$ cat src/gpled_pkg.sv
// Constants shared by the multiplexed pin and link indicator block
`default_nettype none
package gpled_pkg;
  localparam int unsigned NUM_PINS = 3;
  localparam int unsigned CLK_MHZ = 250;
  // Blink phase length in milliseconds
  localparam int unsigned BLINK_MS = 80;
  // Cycles per phase, 80 ms at 250 MHz
  localparam int unsigned BLINK_CYCLES = BLINK_MS * 1000 * CLK_MHZ;
  // Pin direction/type codes
  localparam logic [1:0] DIR_INPUT = 2'h0;
  localparam logic [1:0] DIR_PUSH_PULL = 2'h1;
  localparam logic [1:0] DIR_OPEN_DRAIN = 2'h2;
  // Indicator positions on the pins
  localparam int unsigned PIN_SPEED = 0;
  localparam int unsigned PIN_LINK = 1;
  localparam int unsigned PIN_DUPLEX = 2;
  // Reset values
  localparam logic [2:0] SYNC_RST = 3'h7;
endpackage
`default_nettype wire

$ cat src/gpled_top.sv
// Three shared pins: software GPIO or active-low link indicators
`default_nettype none
// How it works
// - Each pin is set independently as input, push-pull output or open-drain output by its type field.
// - A pin in indicator mode is open-drain: driven low for the on state, released for high.
// - The speed indicator is low only while a valid link runs at 100 Mb/s.
// - The link indicator is low steadily while the link is valid and no blink runs.
// - Activity makes the link indicator go high for 80 ms then low for at least 80 ms, repeating only on new activity.
// - The duplex indicator is low only while the link is full duplex.
module gpled_top #(
  parameter int unsigned BLINK_CYC = gpled_pkg::BLINK_CYCLES
) (
  input wire logic core_clk_in,
  input wire logic rst_in,
  input wire logic [5:0] pin_type_in,
  input wire logic [2:0] led_sel_in,
  input wire logic [2:0] gpio_data_in,
  input wire logic link_valid_in,
  input wire logic speed_100_in,
  input wire logic full_duplex_in,
  input wire logic activity_in,
  input wire logic [2:0] pin_in,
  output logic [2:0] pin_out,
  output logic [2:0] pin_oe_out,
  output logic [2:0] gpio_level_out
);
  typedef enum logic [1:0] {BLK_IDLE, BLK_OFF, BLK_ON} gpled_blink_e;
  localparam int unsigned CW = $clog2(BLINK_CYC + 1);
  localparam logic [CW-1:0] LAST = CW'(BLINK_CYC - 1);

  // Last cycle of a timed phase, shared by both phases and the checks
  function automatic logic phase_done(input logic [CW-1:0] cnt);
    return cnt == LAST;
  endfunction

  // Next phase count, cut back to the counter width on purpose
  function automatic logic [CW-1:0] phase_step(input logic [CW-1:0] cnt);
    return CW'(cnt + 1'b1);
  endfunction

  gpled_blink_e state_q;
  logic [CW-1:0] cnt_q;
  logic act_q;
  logic [2:0] sync1_q, sync2_q;
  logic [2:0] led_n;

  // Two-stage synchroniser on pin levels
  always_ff @(posedge core_clk_in or posedge rst_in) begin
    if (rst_in) begin
      sync1_q <= gpled_pkg::SYNC_RST;
      sync2_q <= gpled_pkg::SYNC_RST;
    end else begin
      sync1_q <= pin_in;
      sync2_q <= sync1_q;
    end
  end

  // Readable pin level
  always_ff @(posedge core_clk_in or posedge rst_in) begin
    if (rst_in) begin
      gpio_level_out <= gpled_pkg::SYNC_RST;
    end else begin
      gpio_level_out <= sync2_q;
    end
  end

  // Activity during a blink is held until the sequencer is back in idle;
  // activity seen in idle starts its blink directly, so it is not held twice
  always_ff @(posedge core_clk_in or posedge rst_in) begin
    if (rst_in) begin
      act_q <= 1'b0;
    end else if (activity_in && link_valid_in && state_q != BLK_IDLE) begin
      act_q <= 1'b1;
    end else if (state_q == BLK_IDLE || !link_valid_in) begin
      act_q <= 1'b0;
    end
  end

  // Blink sequencer: high phase then minimum low phase
  always_ff @(posedge core_clk_in or posedge rst_in) begin
    if (rst_in) begin
      state_q <= BLK_IDLE;
      cnt_q <= '0;
    end else if (!link_valid_in) begin
      state_q <= BLK_IDLE;
      cnt_q <= '0;
    end else begin
      case (state_q)
        BLK_IDLE: begin
          cnt_q <= '0;
          if (act_q || activity_in) begin
            state_q <= BLK_OFF;
          end
        end
        BLK_OFF: begin
          if (phase_done(cnt_q)) begin
            cnt_q <= '0;
            state_q <= BLK_ON;
          end else begin
            cnt_q <= phase_step(cnt_q);
          end
        end
        default: begin
          if (phase_done(cnt_q)) begin
            cnt_q <= '0;
            state_q <= BLK_IDLE;
          end else begin
            cnt_q <= phase_step(cnt_q);
          end
        end
      endcase
    end
  end

  // Indicator levels, active low
  always_comb begin
    led_n = 3'h7;
    led_n[gpled_pkg::PIN_SPEED] = !(link_valid_in && speed_100_in);
    led_n[gpled_pkg::PIN_LINK] = !(link_valid_in && state_q != BLK_OFF);
    led_n[gpled_pkg::PIN_DUPLEX] = !(link_valid_in && full_duplex_in);
  end

  // Pin drivers per function and type
  always_ff @(posedge core_clk_in or posedge rst_in) begin
    if (rst_in) begin
      pin_out <= 3'h0;
      pin_oe_out <= 3'h0;
    end else begin
      for (int i = 0; i < 3; i++) begin
        if (led_sel_in[i]) begin
          pin_out[i] <= 1'b0;
          pin_oe_out[i] <= !led_n[i];
        end else begin
          case (pin_type_in[2*i +: 2])
            gpled_pkg::DIR_PUSH_PULL: begin
              pin_out[i] <= gpio_data_in[i];
              pin_oe_out[i] <= 1'b1;
            end
            gpled_pkg::DIR_OPEN_DRAIN: begin
              pin_out[i] <= 1'b0;
              pin_oe_out[i] <= !gpio_data_in[i];
            end
            default: begin
              pin_out[i] <= 1'b0;
              pin_oe_out[i] <= 1'b0;
            end
          endcase
        end
      end
    end
  end
endmodule
`default_nettype wire

$ cat config.mk
export PLATFORM = sky130hd
export DESIGN_NAME = gpled_top
export DESIGN_NICKNAME = d
export VERILOG_FILES = /design/src/gpled_pkg.sv /design/src/gpled_top.sv
export SDC_FILE = /design/constraint.sdc
export NUM_CORES = 1
export LEC_CHECK = 0
export ABC_AREA = 1
export BUFFER_PORTS_ARGS = -buffer_cell sky130_fd_sc_hd__buf_4
export CAP_MARGIN = 15
export CORE_ASPECT_RATIO = 1.75
export CORE_UTILIZATION = 30
export CTS_CLUSTER_SIZE = 25
export DETAILED_ROUTE_END_ITERATION = 6
export PLACE_DENSITY = 0.45
export SLEW_MARGIN = 25
export SYNTH_ARGS = -nofsm -noshare
export SYNTH_HDL_FRONTEND = slang
export SYNTH_SLANG_ARGS = --single-unit
$ cat constraint.sdc
create_clock -name core_clk_in -period 1.68 [get_ports core_clk_in]
set_input_delay 0 -clock core_clk_in [delete_from_list [all_inputs] [get_ports core_clk_in]]
set_output_delay 0 -clock core_clk_in [all_outputs]
set_load 0.02 [all_outputs]
After elaboration in Yosys (flattened, before gate mapping). Cells that the tools add are included.

$add $sub $neg: 1. Equality and inequality tests: 12. Multiplexer cells: 22. Reduce and logical (&&, ||, !) cells: 15.

Operator list (number): $mux 25 (3); $add 25x1->25 const B (1); $eq 25x25->1 const B (1); $mux 1 (11); $eq 2x1->1 const B (4); $mux 2 (4); $eq 2x2->1 const B (3); $pmux 1 s2 (3); $logic_and 1x1->1 (5); $logic_not 1->1 (4); $pmux 2 s2 (1); $reduce_bool 2->1 (2); $ne 3x1->1 const B (1); $ne 3x2->1 const B (1); $ne 3x3->1 const B (1); $reduce_and 3->1 (1); $logic_not 2->1 (1); $logic_or 1x1->1 (2); $ne 2x1->1 const B (1).

Flip-flop bits (word level): 43. Input bits: 21. Output and inout port bits: 9. Word-level logic and storage cells: 58.

Longest topological paths before layout. Gate-level depths: netlist of the first run.

Depth after elaboration: 4. Mapped depth: 10. Depth with buffers taken out: 10.

Worst setup path after synthesis of the first run. Ideal clock, no wire load.

Path kind: flip-flop to flip-flop. From: register cnt_q[0]. To: register cnt_q[11]. Setup time: 119 ps. Data arrival time: 1259 ps. Required time: 1561 ps. Setup slack: 302 ps. Stages on the path, launching flop included: 10. Buffers on the path: 1. Clock period less this slack: 1378 ps. Cell sequence: dfrtp_1 -> ha_1 -> nand2_2 -> nor2_8 -> nand2_2 -> nor2_4 -> nand2_1 -> nand2_2 -> buf_6 -> nor2_1.

Longest elaborated chain between the ends: 4. Elaborated cells between the ends (all ways): 5. Classes of those cells: 1 x add/sub; 1 x eq/ne; 3 x mux.

RTL lines: start: declaration (RTL line gpled_top.sv:42) `logic [CW-1:0] cnt_q;`; start signal: assignment (RTL line gpled_top.sv:100) `cnt_q <= phase_step(cnt_q);`; start signal: assignment (RTL line gpled_top.sv:108) `cnt_q <= phase_step(cnt_q);`; $add 25x1->25 or $eq 25x25->1 (tied branches) (RTL line gpled_top.sv:38, gpled_top.sv:33); $mux 25 * (RTL line gpled_top.sv:96, gpled_top.sv:104); $mux 25 *; $mux 25 * (RTL line gpled_top.sv:84) `end else if (!link_valid_in) begin`.

Mark *: on every way between the ends. The rest lies on a longest branch, timed or not. A chain may end at the register's enable or synchronous reset.

Final worst setup path of the first run.
From: register cnt_q[0]. To: register cnt_q[18].

Same word-level chain as after synthesis.

==> results of run 1 <==
[placed cells by master (no fill, tap or decap), drive strengths merged]
cell         count
a21oi            8
a31oi            1
buf             35
clkbuf           7
clkinv           2
clkinvlp         1
dfrtp           34
dfstp            9
dlygate4sd3     13
ha               7
inv             35
nand2           65
nand3           12
nand4            4
nor2            62
nor3            10
nor3b            1
o21ai            3
o31ai            2
o32ai            1
xnor2            2
xor2             4
[power by group]
group	switching, mW	internal [mW]	total (mW)
Combinational	0.253	0.190	0.443
Clock	0.417	0.732	1.15
Sequential	0.0346	1.11	1.14
Total	0.704	2.03	2.73
[critical path, delay by kind of cell, from the launching register on]
kind	cells	cell delay [ns]
AND/OR/NAND/NOR	7	0.83
flip-flops	1	0.37
adder cells (fa/ha/maj)	1	0.19
[logic make-up (layout without fill, tap and decap cells)]
logic type                 after synthesis  after routing  share of synthesized area [%]
DFF                                     43             43                           49.8
xor gates and xnor gates                 6              6                           2.41
AOI/OAI and AO/OA                       15             15                           4.07
and+or+nand+nor                        154            154                           32.5
adders and majority gates                7              7                           4.01
buffers and inverters                   39             93                           7.22
[per-layer routing]
metal,up-vias,GRT usage [%]
met5,-,0
met4,0,6.38
met3,5,3.17
met2,28,27.1
met1,845,14.2
li1,919,-
[path summary, 6_finish.rpt]
path / startpoint / to / slack [ns] / cells past startpoint
setup / recovery: cnt_q[0] / cnt_q[18] / 0.17 / 8
hold / removal: link_valid_in / pin_oe_out[1] / 0.01 / 3
setup reg to reg: cnt_q[0] / cnt_q[18] / 0.17 / 8
hold reg to reg: sync1_q[0] / sync2_q[0] / 0.36 / 0
max in group asynchronous: rst_in / cnt_q[15] / 0.88 / 4
min in group asynchronous: rst_in / cnt_q[0] / 0.40 / 4
[timing repair]
action	CTS	global route
endpoints found under the setup margin	0	0
hold buffers	13	0
endpoints found under the hold margin	44	0
setup buffers	0	0
[area by class of cell]
class	count	area [um2]
Inverter	37	139
Clock inverter	1	7.51
Tap cell	84	105
Timing Repair Buffer	48	393
Multi-Input combinational cell	182	940
Sequential cell	43	1090
Fill cell	694	4110
Clock buffer	7	175
[sequential cells by signal, indices dropped and copies added, names as in the netlist]
signal / flops
act_q: 1
cnt_q: 25
gpio_level_out: 3
pin_oe_out: 3
state_q: 2
sync2_q: 3
pin_out: 3
sync1_q: 3
==> flow_summary.rst, run 1 <==
.. list-table::
   :header-rows: 1

   * - Metric
     - Value
   * - Peak ir drop on the vdd network
     - 0.000632 V
   * - ANT nets after route
     - 0
   * - Root cell of the clock tree
     - sky130_fd_sc_hd__clkbuf_16
   * - Final Instance Area
     - between 2000 and 3000 um2
   * - Number of enable flip-flop cells after synthesis
     - 0
   * - Die Wd
     - around 67 um
   * - Fraction of post-synthesis cell area in the top cell type by area
     - between 30% and 40%
   * - Placeable core area
     - 6960 um2
   * - Starting DRT DRC Count
     - 54
   * - Clock Pin Slew Worst Setup and Hold Paths
     - about 0.06 ns
   * - Highest signal layer in the routed design
     - met4
   * - Met2 wirelength from detailed routing
     - between 2000 and 3000 um
   * - Placement-stage worst setup slack
     - 0.159 ns
   * - Maximum number of pins on one net before global-route repair
     - 44
   * - Fmax
     - around 660 MHz
   * - Pwr Total
     - 2.73 mW
   * - Final weighted congestion in routability-driven placement
     - between 0.7 and 0.8
   * - Final cell count without fillers
     - 402
   * - Post-synthesis cell type count
     - 28
   * - Post-detailed-route DRC marker count
     - 0
   * - Crit start category
     - register
   * - Clock latency of the later-clocked register in the worst-skew pair
     - about 0.29 ns
   * - Maximum single-stage delay on the critical path
     - between 0.3 and 0.4 ns
   * - Worst Setup Path Type
     - register to register
   * - Post-DP Area
     - around 2500 um2
   * - Worst slew margin
     - between 60% and 70%
   * - Setup violations, final
     - 0
   * - Via-to-Cell Ratio
     - ~4.5
   * - Number of warning messages in the yosys log
     - 0
   * - DP HPWL
     - ~3500 um
   * - Avg Synthesized Cell Area
     - 8.27 um2
   * - Number of levels in the clock H-tree
     - 2
   * - Clock tree from TritonCTS
     - yes
   * - Max capacitance violation total
     - 0
   * - Number of placement rows
     - 40
   * - Leakage power
     - 1.30 nW
   * - Run status
     - completed
   * - Cell types with the largest area share after synthesis
     - sky130_fd_sc_hd__dfrtp_1 (39%), sky130_fd_sc_hd__dfstp_2 (11%), sky130_fd_sc_hd__nand2_1 (10%), sky130_fd_sc_hd__nor2_1 (9.1%), sky130_fd_sc_hd__inv_1 (6.0%)
   * - Setup TNS
     - 0 ns
   * - Time the final worst path needs with I/O delays and setup
     - 1.51 ns
   * - Most common cell type on the critical path
     - sky130_fd_sc_hd__nand2_1
   * - Final hold violation count
     - 0
   * - Antenna violations before repair
     - 0
   * - Port Buffer Count
     - 29
   * - Cell area after synthesis
     - about 2200 um2
   * - M1 wire length
     - approximately 1800 um
   * - CTS Sinks
     - 43
   * - Worst Path Required
     - roughly 1.9 ns
   * - Share of synthesized registers carrying an async set or reset
     - 100%
   * - Share of the core filled with cells
     - 40.9%
   * - Ratio of total power to cell area
     - 960 nW/um2
   * - Area added between synthesis and finish
     - 30.3%
   * - Number of optimization iterations in the first detailed-route pass
     - 4
   * - Number of buffers on the longest clock path
     - 2
   * - Avg WL per Cell
     - ~12 um
   * - Number of vias after detailed routing
     - roughly 1,800
   * - Primary flip-flop cell chosen by synthesis mapping
     - sky130_fd_sc_hd__dfrtp_1
   * - WL met3
     - 137 um
   * - Proportion of layout cells with a drive suffix above 1
     - 22.6%
   * - Synth top cells by count
     - sky130_fd_sc_hd__nand2_1 (59), sky130_fd_sc_hd__nor2_1 (53), sky130_fd_sc_hd__inv_1 (35)
   * - Aggregate global routing overflow
     - 0
   * - Transition time of the tightest slew-check pin
     - 0.561 ns
   * - Number of register bits inferred by synthesis
     - between 40 and 50
   * - Max Transition Viols Final
     - 0
   * - Worst clock skew on the final layout
     - between 0.005 and 0.006 ns
   * - Biggest fanout along the worst timing path
     - 5
   * - Total die area
     - 7640 um2
   * - Most frequent cell after synthesis
     - sky130_fd_sc_hd__nand2_1
   * - Crit. End Element
     - register
   * - Total placed cells including tap cells
     - roughly 380
   * - Cell type with the highest aggregate area in the netlist
     - sky130_fd_sc_hd__dfrtp_1
   * - Post-Syn Instances
     - approximately 260
   * - First-pass GRT wire length
     - 8140 um
   * - Antenna cells
     - 0
   * - Gr usage total
     - between 10% and 20%
   * - Total wire length
     - around 4600 um
   * - Sequential fraction of the synthesis area
     - 49.8%
   * - Resize count post-CTS
     - 0
   * - Number of ports placed on the die boundary
     - 30
   * - Number of nets at the end of the flow
     - between 300 and 400
   * - Height of the die
     - between 100 and 150 um
   * - Portion of the clock cycle consumed by the worst path in the final layout
     - about nine tenths
   * - Initial Utilization
     - 31.4%
   * - Slowest cell on the critical path
     - sky130_fd_sc_hd__dfrtp_1
   * - Worst hold slack after final layout
     - ~0.01 ns
   * - Critical Path AT
     - 1.70 ns
   * - CTS Buf Count
     - 5
   * - Setup repair after global routing missed its margin
     - no
   * - Crit path cell chain
     - ha_1 -> nand2_2 -> nor2_8 -> nand3_2 -> nor3_1 -> nand2_1 -> nand2_1 -> nor2_1
   * - Via count of the first global-routing pass
     - about 1,900
   * - Number of nets in the synthesized netlist
     - around 290
   * - Setup WS post-layout
     - around 0.17 ns
   * - Class of the worst hold path
     - input port to register
Power figures use the tool's default switching activity.
==> inputs of run 2 (changes only) <==
Settings changed: CORE_UTILIZATION 30 to 50, PLACE_DENSITY 0.45 to 0.69, SLEW_MARGIN 25 to 20.
==> flow_summary.rst, run 2 (synthesis gave the netlist of run 1 again) <==
.. list-table::
   :header-rows: 1

   * - Metric
     - Value
   * - Flip-flop count of the largest register after layout
     - 25 (unchanged)
   * - Post-detailed-route DRC marker count
     - 0 (unchanged)
   * - Area added between synthesis and finish
     - 28.1% (was 30.3%)
   * - Clock Pin Slew Worst Setup and Hold Paths
     - 0.08 ns (was 0.06 ns)
   * - Run status
     - completed (unchanged)
   * - Peak ir drop on the vdd network
     - 0.000646 V (was 0.000632 V)
   * - Fmax
     - 661 MHz (about the same)
   * - Number of placement rows
     - 31 (was 40)
   * - Worst hold slack after final layout
     - 0.0267 ns (was 0.0101 ns)
   * - Class of the worst hold path
     - input port to register (unchanged)
   * - Number of ports placed on the die boundary
     - 30 (unchanged)
   * - Avg WL per Cell
     - 12.2 um (was 11.5 um)
   * - Number of optimization iterations in the first detailed-route pass
     - 4 (unchanged)
   * - RR Startpoint
     - cnt_q[0] (unchanged)
   * - Clock latency of the later-clocked register in the worst-skew pair
     - 0.30 ns (was 0.29 ns)
   * - Worst clock skew on the final layout
     - 0.00367 ns (was 0.00515 ns)
   * - Pwr Total
     - 2.41 mW (was 2.73 mW)
   * - Leakage power
     - 1.29 nW (was 1.30 nW)
   * - Proportion of layout cells with a drive suffix above 1
     - 21.7% (was 22.6%)
   * - Number of buffers on the longest clock path
     - 2 (unchanged)
   * - Placement-stage worst setup slack
     - 0.171 ns (was 0.159 ns)
   * - Height of the die
     - 89.4 um (was 115 um)
   * - Transition time of the tightest slew-check pin
     - 0.527 ns (was 0.561 ns)
   * - Commonest non-fill, non-tap cells in the layout
     - sky130_fd_sc_hd__nand2_1 (59), sky130_fd_sc_hd__nor2_1 (53), sky130_fd_sc_hd__inv_1 (35), sky130_fd_sc_hd__dfrtp_1 (34), sky130_fd_sc_hd__buf_4 (33) (was sky130_fd_sc_hd__nand2_1 (59), sky130_fd_sc_hd__nor2_1 (53), sky130_fd_sc_hd__buf_4 (35), sky130_fd_sc_hd__inv_1 (34), sky130_fd_sc_hd__dfrtp_1 (34))
   * - Worst setup path startpoint
     - cnt_q[0] (unchanged)
   * - Most common cell type on the critical path
     - sky130_fd_sc_hd__nand2_2 (was sky130_fd_sc_hd__nand2_1)
   * - Slowest cell on the critical path
     - sky130_fd_sc_hd__dfrtp_1 (unchanged)
   * - Number of levels in the clock H-tree
     - 2 (unchanged)
   * - Final Instance Area
     - 2800 um2 (was 2850 um2)
   * - Setup violations, final
     - 0 (unchanged)
   * - Total wire length
     - 4520 um (was 4630 um)
   * - Worst Setup Path Type
     - register to register (unchanged)
   * - Critical Path AT
     - 1.74 ns (was 1.70 ns)
   * - Setup repair after global routing missed its margin
     - no (unchanged)
   * - Port Buffer Count
     - 29 (unchanged)
   * - Via count of the first global-routing pass
     - 1,828 (was 1,877)
   * - Worst Path Required
     - 1.91 ns (was 1.86 ns)
   * - Biggest fanout along the worst timing path
     - 11 (was 5)
   * - Total placed cells including tap cells
     - 345 (was 381)
   * - Maximum number of pins on one net before global-route repair
     - 44 (unchanged)
   * - Resize count post-CTS
     - 0 (unchanged)
   * - Antenna cells
     - 0 (unchanged)
   * - Gr usage total
     - 22.9% (was 14.3%)
   * - Max Transition Viols Final
     - 0 (unchanged)
   * - Post-DP Area
     - 2490 um2 (was 2530 um2)
   * - CTS Buf Count
     - 5 (unchanged)
   * - Setup WS post-layout
     - 0.168 ns (was 0.167 ns)
   * - Initial Utilization
     - 52.6% (was 31.4%)
   * - CTS Sinks
     - 43 (unchanged)
   * - Final weighted congestion in routability-driven placement
     - 0.845 (was 0.762)
   * - Ratio of total power to cell area
     - 863 nW/um2 (was 960 nW/um2)
   * - Starting DRT DRC Count
     - 28 (was 54)
   * - Antenna violations before repair
     - 0 (unchanged)
   * - Worst slew margin
     - 64.9% (was 62.6%)
   * - Aggregate global routing overflow
     - 0 (unchanged)
   * - Most common cell after layout, fill and taps aside
     - sky130_fd_sc_hd__nand2_1 (unchanged)
   * - Clock tree from TritonCTS
     - yes (unchanged)
   * - Final hold violation count
     - 0 (unchanged)
   * - Number of nets at the end of the flow
     - 349 (was 345)
   * - Placeable core area
     - 4150 um2 (was 6960 um2)
   * - Portion of the clock cycle consumed by the worst path in the final layout
     - 90.0% (was 90.1%)
   * - First-pass GRT wire length
     - 7740 um (was 8140 um)
   * - HP Start
     - pin_type_in[3] (was link_valid_in)
   * - Root cell of the clock tree
     - sky130_fd_sc_hd__clkbuf_8 (was sky130_fd_sc_hd__clkbuf_16)
   * - Number of vias after detailed routing
     - 1,829 (was 1,797)
   * - Crit. End Element
     - register (unchanged)
   * - Total die area
     - 4650 um2 (was 7640 um2)
   * - ANT nets after route
     - 0 (unchanged)
   * - Time the final worst path needs with I/O delays and setup
     - 1.51 ns (about the same)
   * - Final cell count without fillers
     - 371 (was 402)
   * - Via-to-Cell Ratio
     - 4.93 (was 4.47)
   * - Crit path cell chain
     - ha_1 -> nand2_2 -> nor2_8 -> nand2_2 -> nor2_4 -> a21oi_2 -> buf_12 -> nand2_1 -> nor2_1 (was ha_1 -> nand2_2 -> nor2_8 -> nand3_2 -> nor3_1 -> nand2_1 -> nand2_1 -> nor2_1)
   * - Setup TNS
     - 0 ns (unchanged)
   * - Crit start category
     - register (unchanged)
   * - Share of the core filled with cells
     - 67.4% (was 40.9%)
   * - Max capacitance violation total
     - 0 (unchanged)
   * - Maximum single-stage delay on the critical path
     - 0.40 ns (was 0.37 ns)
   * - Die Wd
     - 52.0 um (was 66.5 um)
   * - DP HPWL
     - 3230 um (was 3460 um)
   * - Largest reg by FF count
     - cnt_q (unchanged)
[run 2: changes by cell type in the layout (fill, tap and decap cells not counted)]
cell,change
sky130_fd_sc_hd__clkbuf_16,-5
sky130_fd_sc_hd__clkbuf_8,+5
sky130_fd_sc_hd__dlygate4sd3_1,+5
sky130_fd_sc_hd__buf_4,-2
sky130_fd_sc_hd__buf_12,+1
sky130_fd_sc_hd__clkbuf_1,+1
sky130_fd_sc_hd__clkinv_1,-1
sky130_fd_sc_hd__clkinvlp_4,-1
sky130_fd_sc_hd__inv_1,+1
[run 2: final cells by class]
type / instances / area (um2)
Sequential cell: 43 / 1090
Fill cell: 336 / 1350
Clock buffer: 8 / 123
Tap cell: 49 / 61.3
Inverter: 37 / 139
Timing Repair Buffer: 52 / 448
Multi-Input combinational cell: 182 / 940
[run 2: worst paths after layout]
check	end	slack, ns	cells past startpoint
setup / recovery	cnt_q[2]	0.17	9
hold / removal	pin_oe_out[1]	0.03	3
setup reg to reg	cnt_q[2]	0.17	9
hold reg to reg	sync2_q[1]	0.36	0
max in group asynchronous	sync2_q[2]	0.89	4
min in group asynchronous	cnt_q[2]	0.43	4
[run 2: worst max-delay path, delay by kind of cell, from the launching register on]
kind | cells | cell delay, ns
buf+inv | 1 | 0.15
fa+ha+maj | 1 | 0.23
compound gates | 1 | 0.19
simple gates | 6 | 0.46
flops | 1 | 0.40
[run 2: timing repair]
item                       in CTS  in global routing
hold buffers                   18                  0
setup buffers                   0                  0
hold endpoints to repair       45                  0
setup endpoints to repair       0                  0
[run 2: report_power, final]
part / switching, mW / internal [mW]
Clock: 0.349 / 0.474
Combinational: 0.252 / 0.199
Sequential: 0.0347 / 1.10
[run 2: per-layer routing]
metal | routed length, um | track usage [%] | up-vias
met5 | 0 | 0 | -
met4 | 146 | 11.5 | 0
met3 | 139 | 5.10 | 13
met2 | 2520 | 42.4 | 32
met1 | 1710 | 23.3 | 855
li1 | - | - | 929
==> inputs of run 3 (changes only) <==
Settings changed: CORE_UTILIZATION 50 to 57, PLACE_DENSITY 0.69 to 0.77.
==> flow_summary.rst, run 3 (synthesis gave the netlist of run 1 again) <==
.. list-table::
   :header-rows: 1

   * - Metric
     - Value
   * - Run status
     - completed (unchanged)
   * - Flip-flop count of the largest register after layout
     - 25 (unchanged)
   * - Final weighted congestion in routability-driven placement
     - 0.792 (was 0.845)
   * - Setup violations, final
     - 0 (unchanged)
   * - Post-detailed-route DRC marker count
     - 0 (unchanged)
   * - Die Wd
     - 48.8 um (was 52.0 um)
   * - Clock Pin Slew Worst Setup and Hold Paths
     - 0.08 ns (about the same)
   * - Number of nets at the end of the flow
     - 346 (was 349)
   * - Port Buffer Count
     - 29 (unchanged)
   * - Via count of the first global-routing pass
     - 1,890 (was 1,828)
   * - Total wire length
     - 4520 um (about the same)
   * - Number of vias after detailed routing
     - 1,818 (was 1,829)
   * - Area added between synthesis and finish
     - 25.9% (was 28.1%)
   * - Number of filler instances in the final layout
     - 260 (was 336)
   * - Worst clock skew on the final layout
     - 0.00768 ns (was 0.00367 ns)
   * - Proportion of layout cells with a drive suffix above 1
     - 22.6% (was 21.7%)
   * - Initial Utilization
     - 60.2% (was 52.6%)
   * - Worst Path Required
     - 1.87 ns (was 1.91 ns)
   * - DP HPWL
     - 3180 um (was 3230 um)
   * - Avg WL per Cell
     - 12.4 um (was 12.2 um)
   * - Clock tree from TritonCTS
     - yes (unchanged)
   * - Number of placement rows
     - 29 (was 31)
   * - Critical Path AT
     - 1.79 ns (was 1.74 ns)
   * - Worst setup path startpoint
     - cnt_q[0] (unchanged)
   * - Total die area
     - 4090 um2 (was 4650 um2)
   * - First-pass GRT wire length
     - 8020 um (was 7740 um)
   * - Pwr Total
     - 2.33 mW (was 2.41 mW)
   * - Worst Setup Path Type
     - register to register (unchanged)
   * - Class of the worst hold path
     - input port to register (unchanged)
   * - Gr usage total
     - 25.5% (was 22.9%)
   * - Ratio of total power to cell area
     - 848 nW/um2 (was 863 nW/um2)
   * - Fmax
     - 628 MHz (was 661 MHz)
   * - Commonest non-fill, non-tap cells in the layout
     - sky130_fd_sc_hd__nand2_1 (59), sky130_fd_sc_hd__nor2_1 (53), sky130_fd_sc_hd__inv_1 (35), sky130_fd_sc_hd__dfrtp_1 (34), sky130_fd_sc_hd__buf_4 (32) (was sky130_fd_sc_hd__nand2_1 (59), sky130_fd_sc_hd__nor2_1 (53), sky130_fd_sc_hd__inv_1 (35), sky130_fd_sc_hd__dfrtp_1 (34), sky130_fd_sc_hd__buf_4 (33))
   * - CTS Buf Count
     - 5 (unchanged)
   * - RR Startpoint
     - cnt_q[0] (unchanged)
   * - ANT nets after route
     - 0 (unchanged)
   * - Antenna violations before repair
     - 0 (unchanged)
   * - Number of optimization iterations in the first detailed-route pass
     - 4 (unchanged)
   * - Setup TNS
     - 0 ns (unchanged)
   * - Register-to-register setup slack
     - 0.09 ns (was 0.17 ns)
   * - Crit. End Element
     - register (unchanged)
   * - Peak ir drop on the vdd network
     - 0.000719 V (was 0.000646 V)
   * - Crit start category
     - register (unchanged)
   * - Time the final worst path needs with I/O delays and setup
     - 1.59 ns (was 1.51 ns)
   * - CTS Sinks
     - 43 (unchanged)
   * - Portion of the clock cycle consumed by the worst path in the final layout
     - 94.9% (was 90.0%)
   * - Transition time of the tightest slew-check pin
     - 0.526 ns (was 0.527 ns)
   * - Clock latency of the later-clocked register in the worst-skew pair
     - 0.30 ns (about the same)
   * - HP Start
     - link_valid_in (was pin_type_in[3])
   * - Number of levels in the clock H-tree
     - 2 (unchanged)
   * - Max capacitance violation total
     - 0 (unchanged)
   * - Most common cell after layout, fill and taps aside
     - sky130_fd_sc_hd__nand2_1 (unchanged)
   * - Worst slew margin
     - 64.9% (about the same)
   * - Placement-stage worst setup slack
     - 0.0825 ns (was 0.171 ns)
   * - Number of buffers on the longest clock path
     - 2 (unchanged)
   * - Final Instance Area
     - 2750 um2 (was 2800 um2)
   * - Number of ports placed on the die boundary
     - 30 (unchanged)
   * - Height of the die
     - 83.9 um (was 89.4 um)
   * - Setup WS post-layout
     - 0.0865 ns (was 0.168 ns)
   * - Root cell of the clock tree
     - sky130_fd_sc_hd__clkbuf_8 (unchanged)
   * - Leakage power
     - 1.27 nW (was 1.29 nW)
   * - Biggest fanout along the worst timing path
     - 5 (was 11)
   * - Placeable core area
     - 3630 um2 (was 4150 um2)
   * - Aggregate global routing overflow
     - 0 (unchanged)
   * - Final hold violation count
     - 0 (unchanged)
   * - Antenna cells
     - 0 (unchanged)
   * - Via-to-Cell Ratio
     - 4.98 (was 4.93)
   * - Post-DP Area
     - 2480 um2 (was 2490 um2)
   * - Worst hold slack after final layout
     - 0.00711 ns (was 0.0267 ns)
   * - Starting DRT DRC Count
     - 34 (was 28)
   * - Largest reg by FF count
     - cnt_q (unchanged)
   * - Maximum number of pins on one net before global-route repair
     - 44 (unchanged)
   * - Max Transition Viols Final
     - 0 (unchanged)
-- run 3: through the flow --
stage               cells  util, %
finish                365     75.8
global route          365     75.8
CTS                   364     75.3
detailed placement    341     68.4
global placement      341     68.4
floorplan             264        -
-- run 3: final timing paths --
path,cells after the start,end
worst max-delay path,8,cnt_q[18]
worst min-delay path,3,pin_oe_out[1]
worst max register to register,8,cnt_q[18]
worst min register to register,0,sync2_q[1]
max in group asynchronous,4,gpio_level_out[1]
min in group asynchronous,4,cnt_q[3]
-- run 3: critical path, cell delays in order, from the launching register on --
cell	delay (ns)
sky130_fd_sc_hd__dfrtp_1	0.39
sky130_fd_sc_hd__ha_2	0.20
sky130_fd_sc_hd__nand2_2	0.09
sky130_fd_sc_hd__nor2_8	0.14
sky130_fd_sc_hd__nand3_2	0.16
sky130_fd_sc_hd__nor3_1	0.28
sky130_fd_sc_hd__nand2_1	0.10
sky130_fd_sc_hd__nand2_1	0.09
sky130_fd_sc_hd__nor2_1	0.04
-- run 3: area by class of cell --
class | instances | area, um2 | share of cell area (%)
inverters | 37 | 139 | 5.05
multi-input cells | 182 | 947 | 34.4
clock buffers | 6 | 82.6 | 3.00
repair buffers | 49 | 422 | 15.3
well taps | 46 | 57.6 | 2.09
flip-flops and latches | 43 | 1090 | 39.5
clock inverters | 2 | 16.3 | 0.591
-- run 3: what timing repair did --
item                                    4_1_cts  5_1_grt
setup buffers                                 0        1
endpoints found under the setup margin        0       12
hold buffers                                 15        0
endpoints found under the hold margin        44        0
resized for setup                             0        3
-- run 3: routing by layer --
layer  routed length [um]  share of wire, %  GRT usage [%]
met4                   69               1.5           10.2
met2                 2620                58           48.6
met5                    0                 0              0
met3                  146               3.2           4.55
met1                 1690                37           26.5
-- run 3: where the power goes --
| group | leakage [nW] | switching [mW] | total, mW | internal (mW) |
|---|---|---|---|---|
| registers | 0.563 | 0.0392 | 1.14 | 1.10 |
| clock network | 0.0474 | 0.361 | 0.697 | 0.335 |
| logic | 0.659 | 0.266 | 0.491 | 0.226 |
| total | 1.27 | 0.666 | 2.33 | 1.67 |
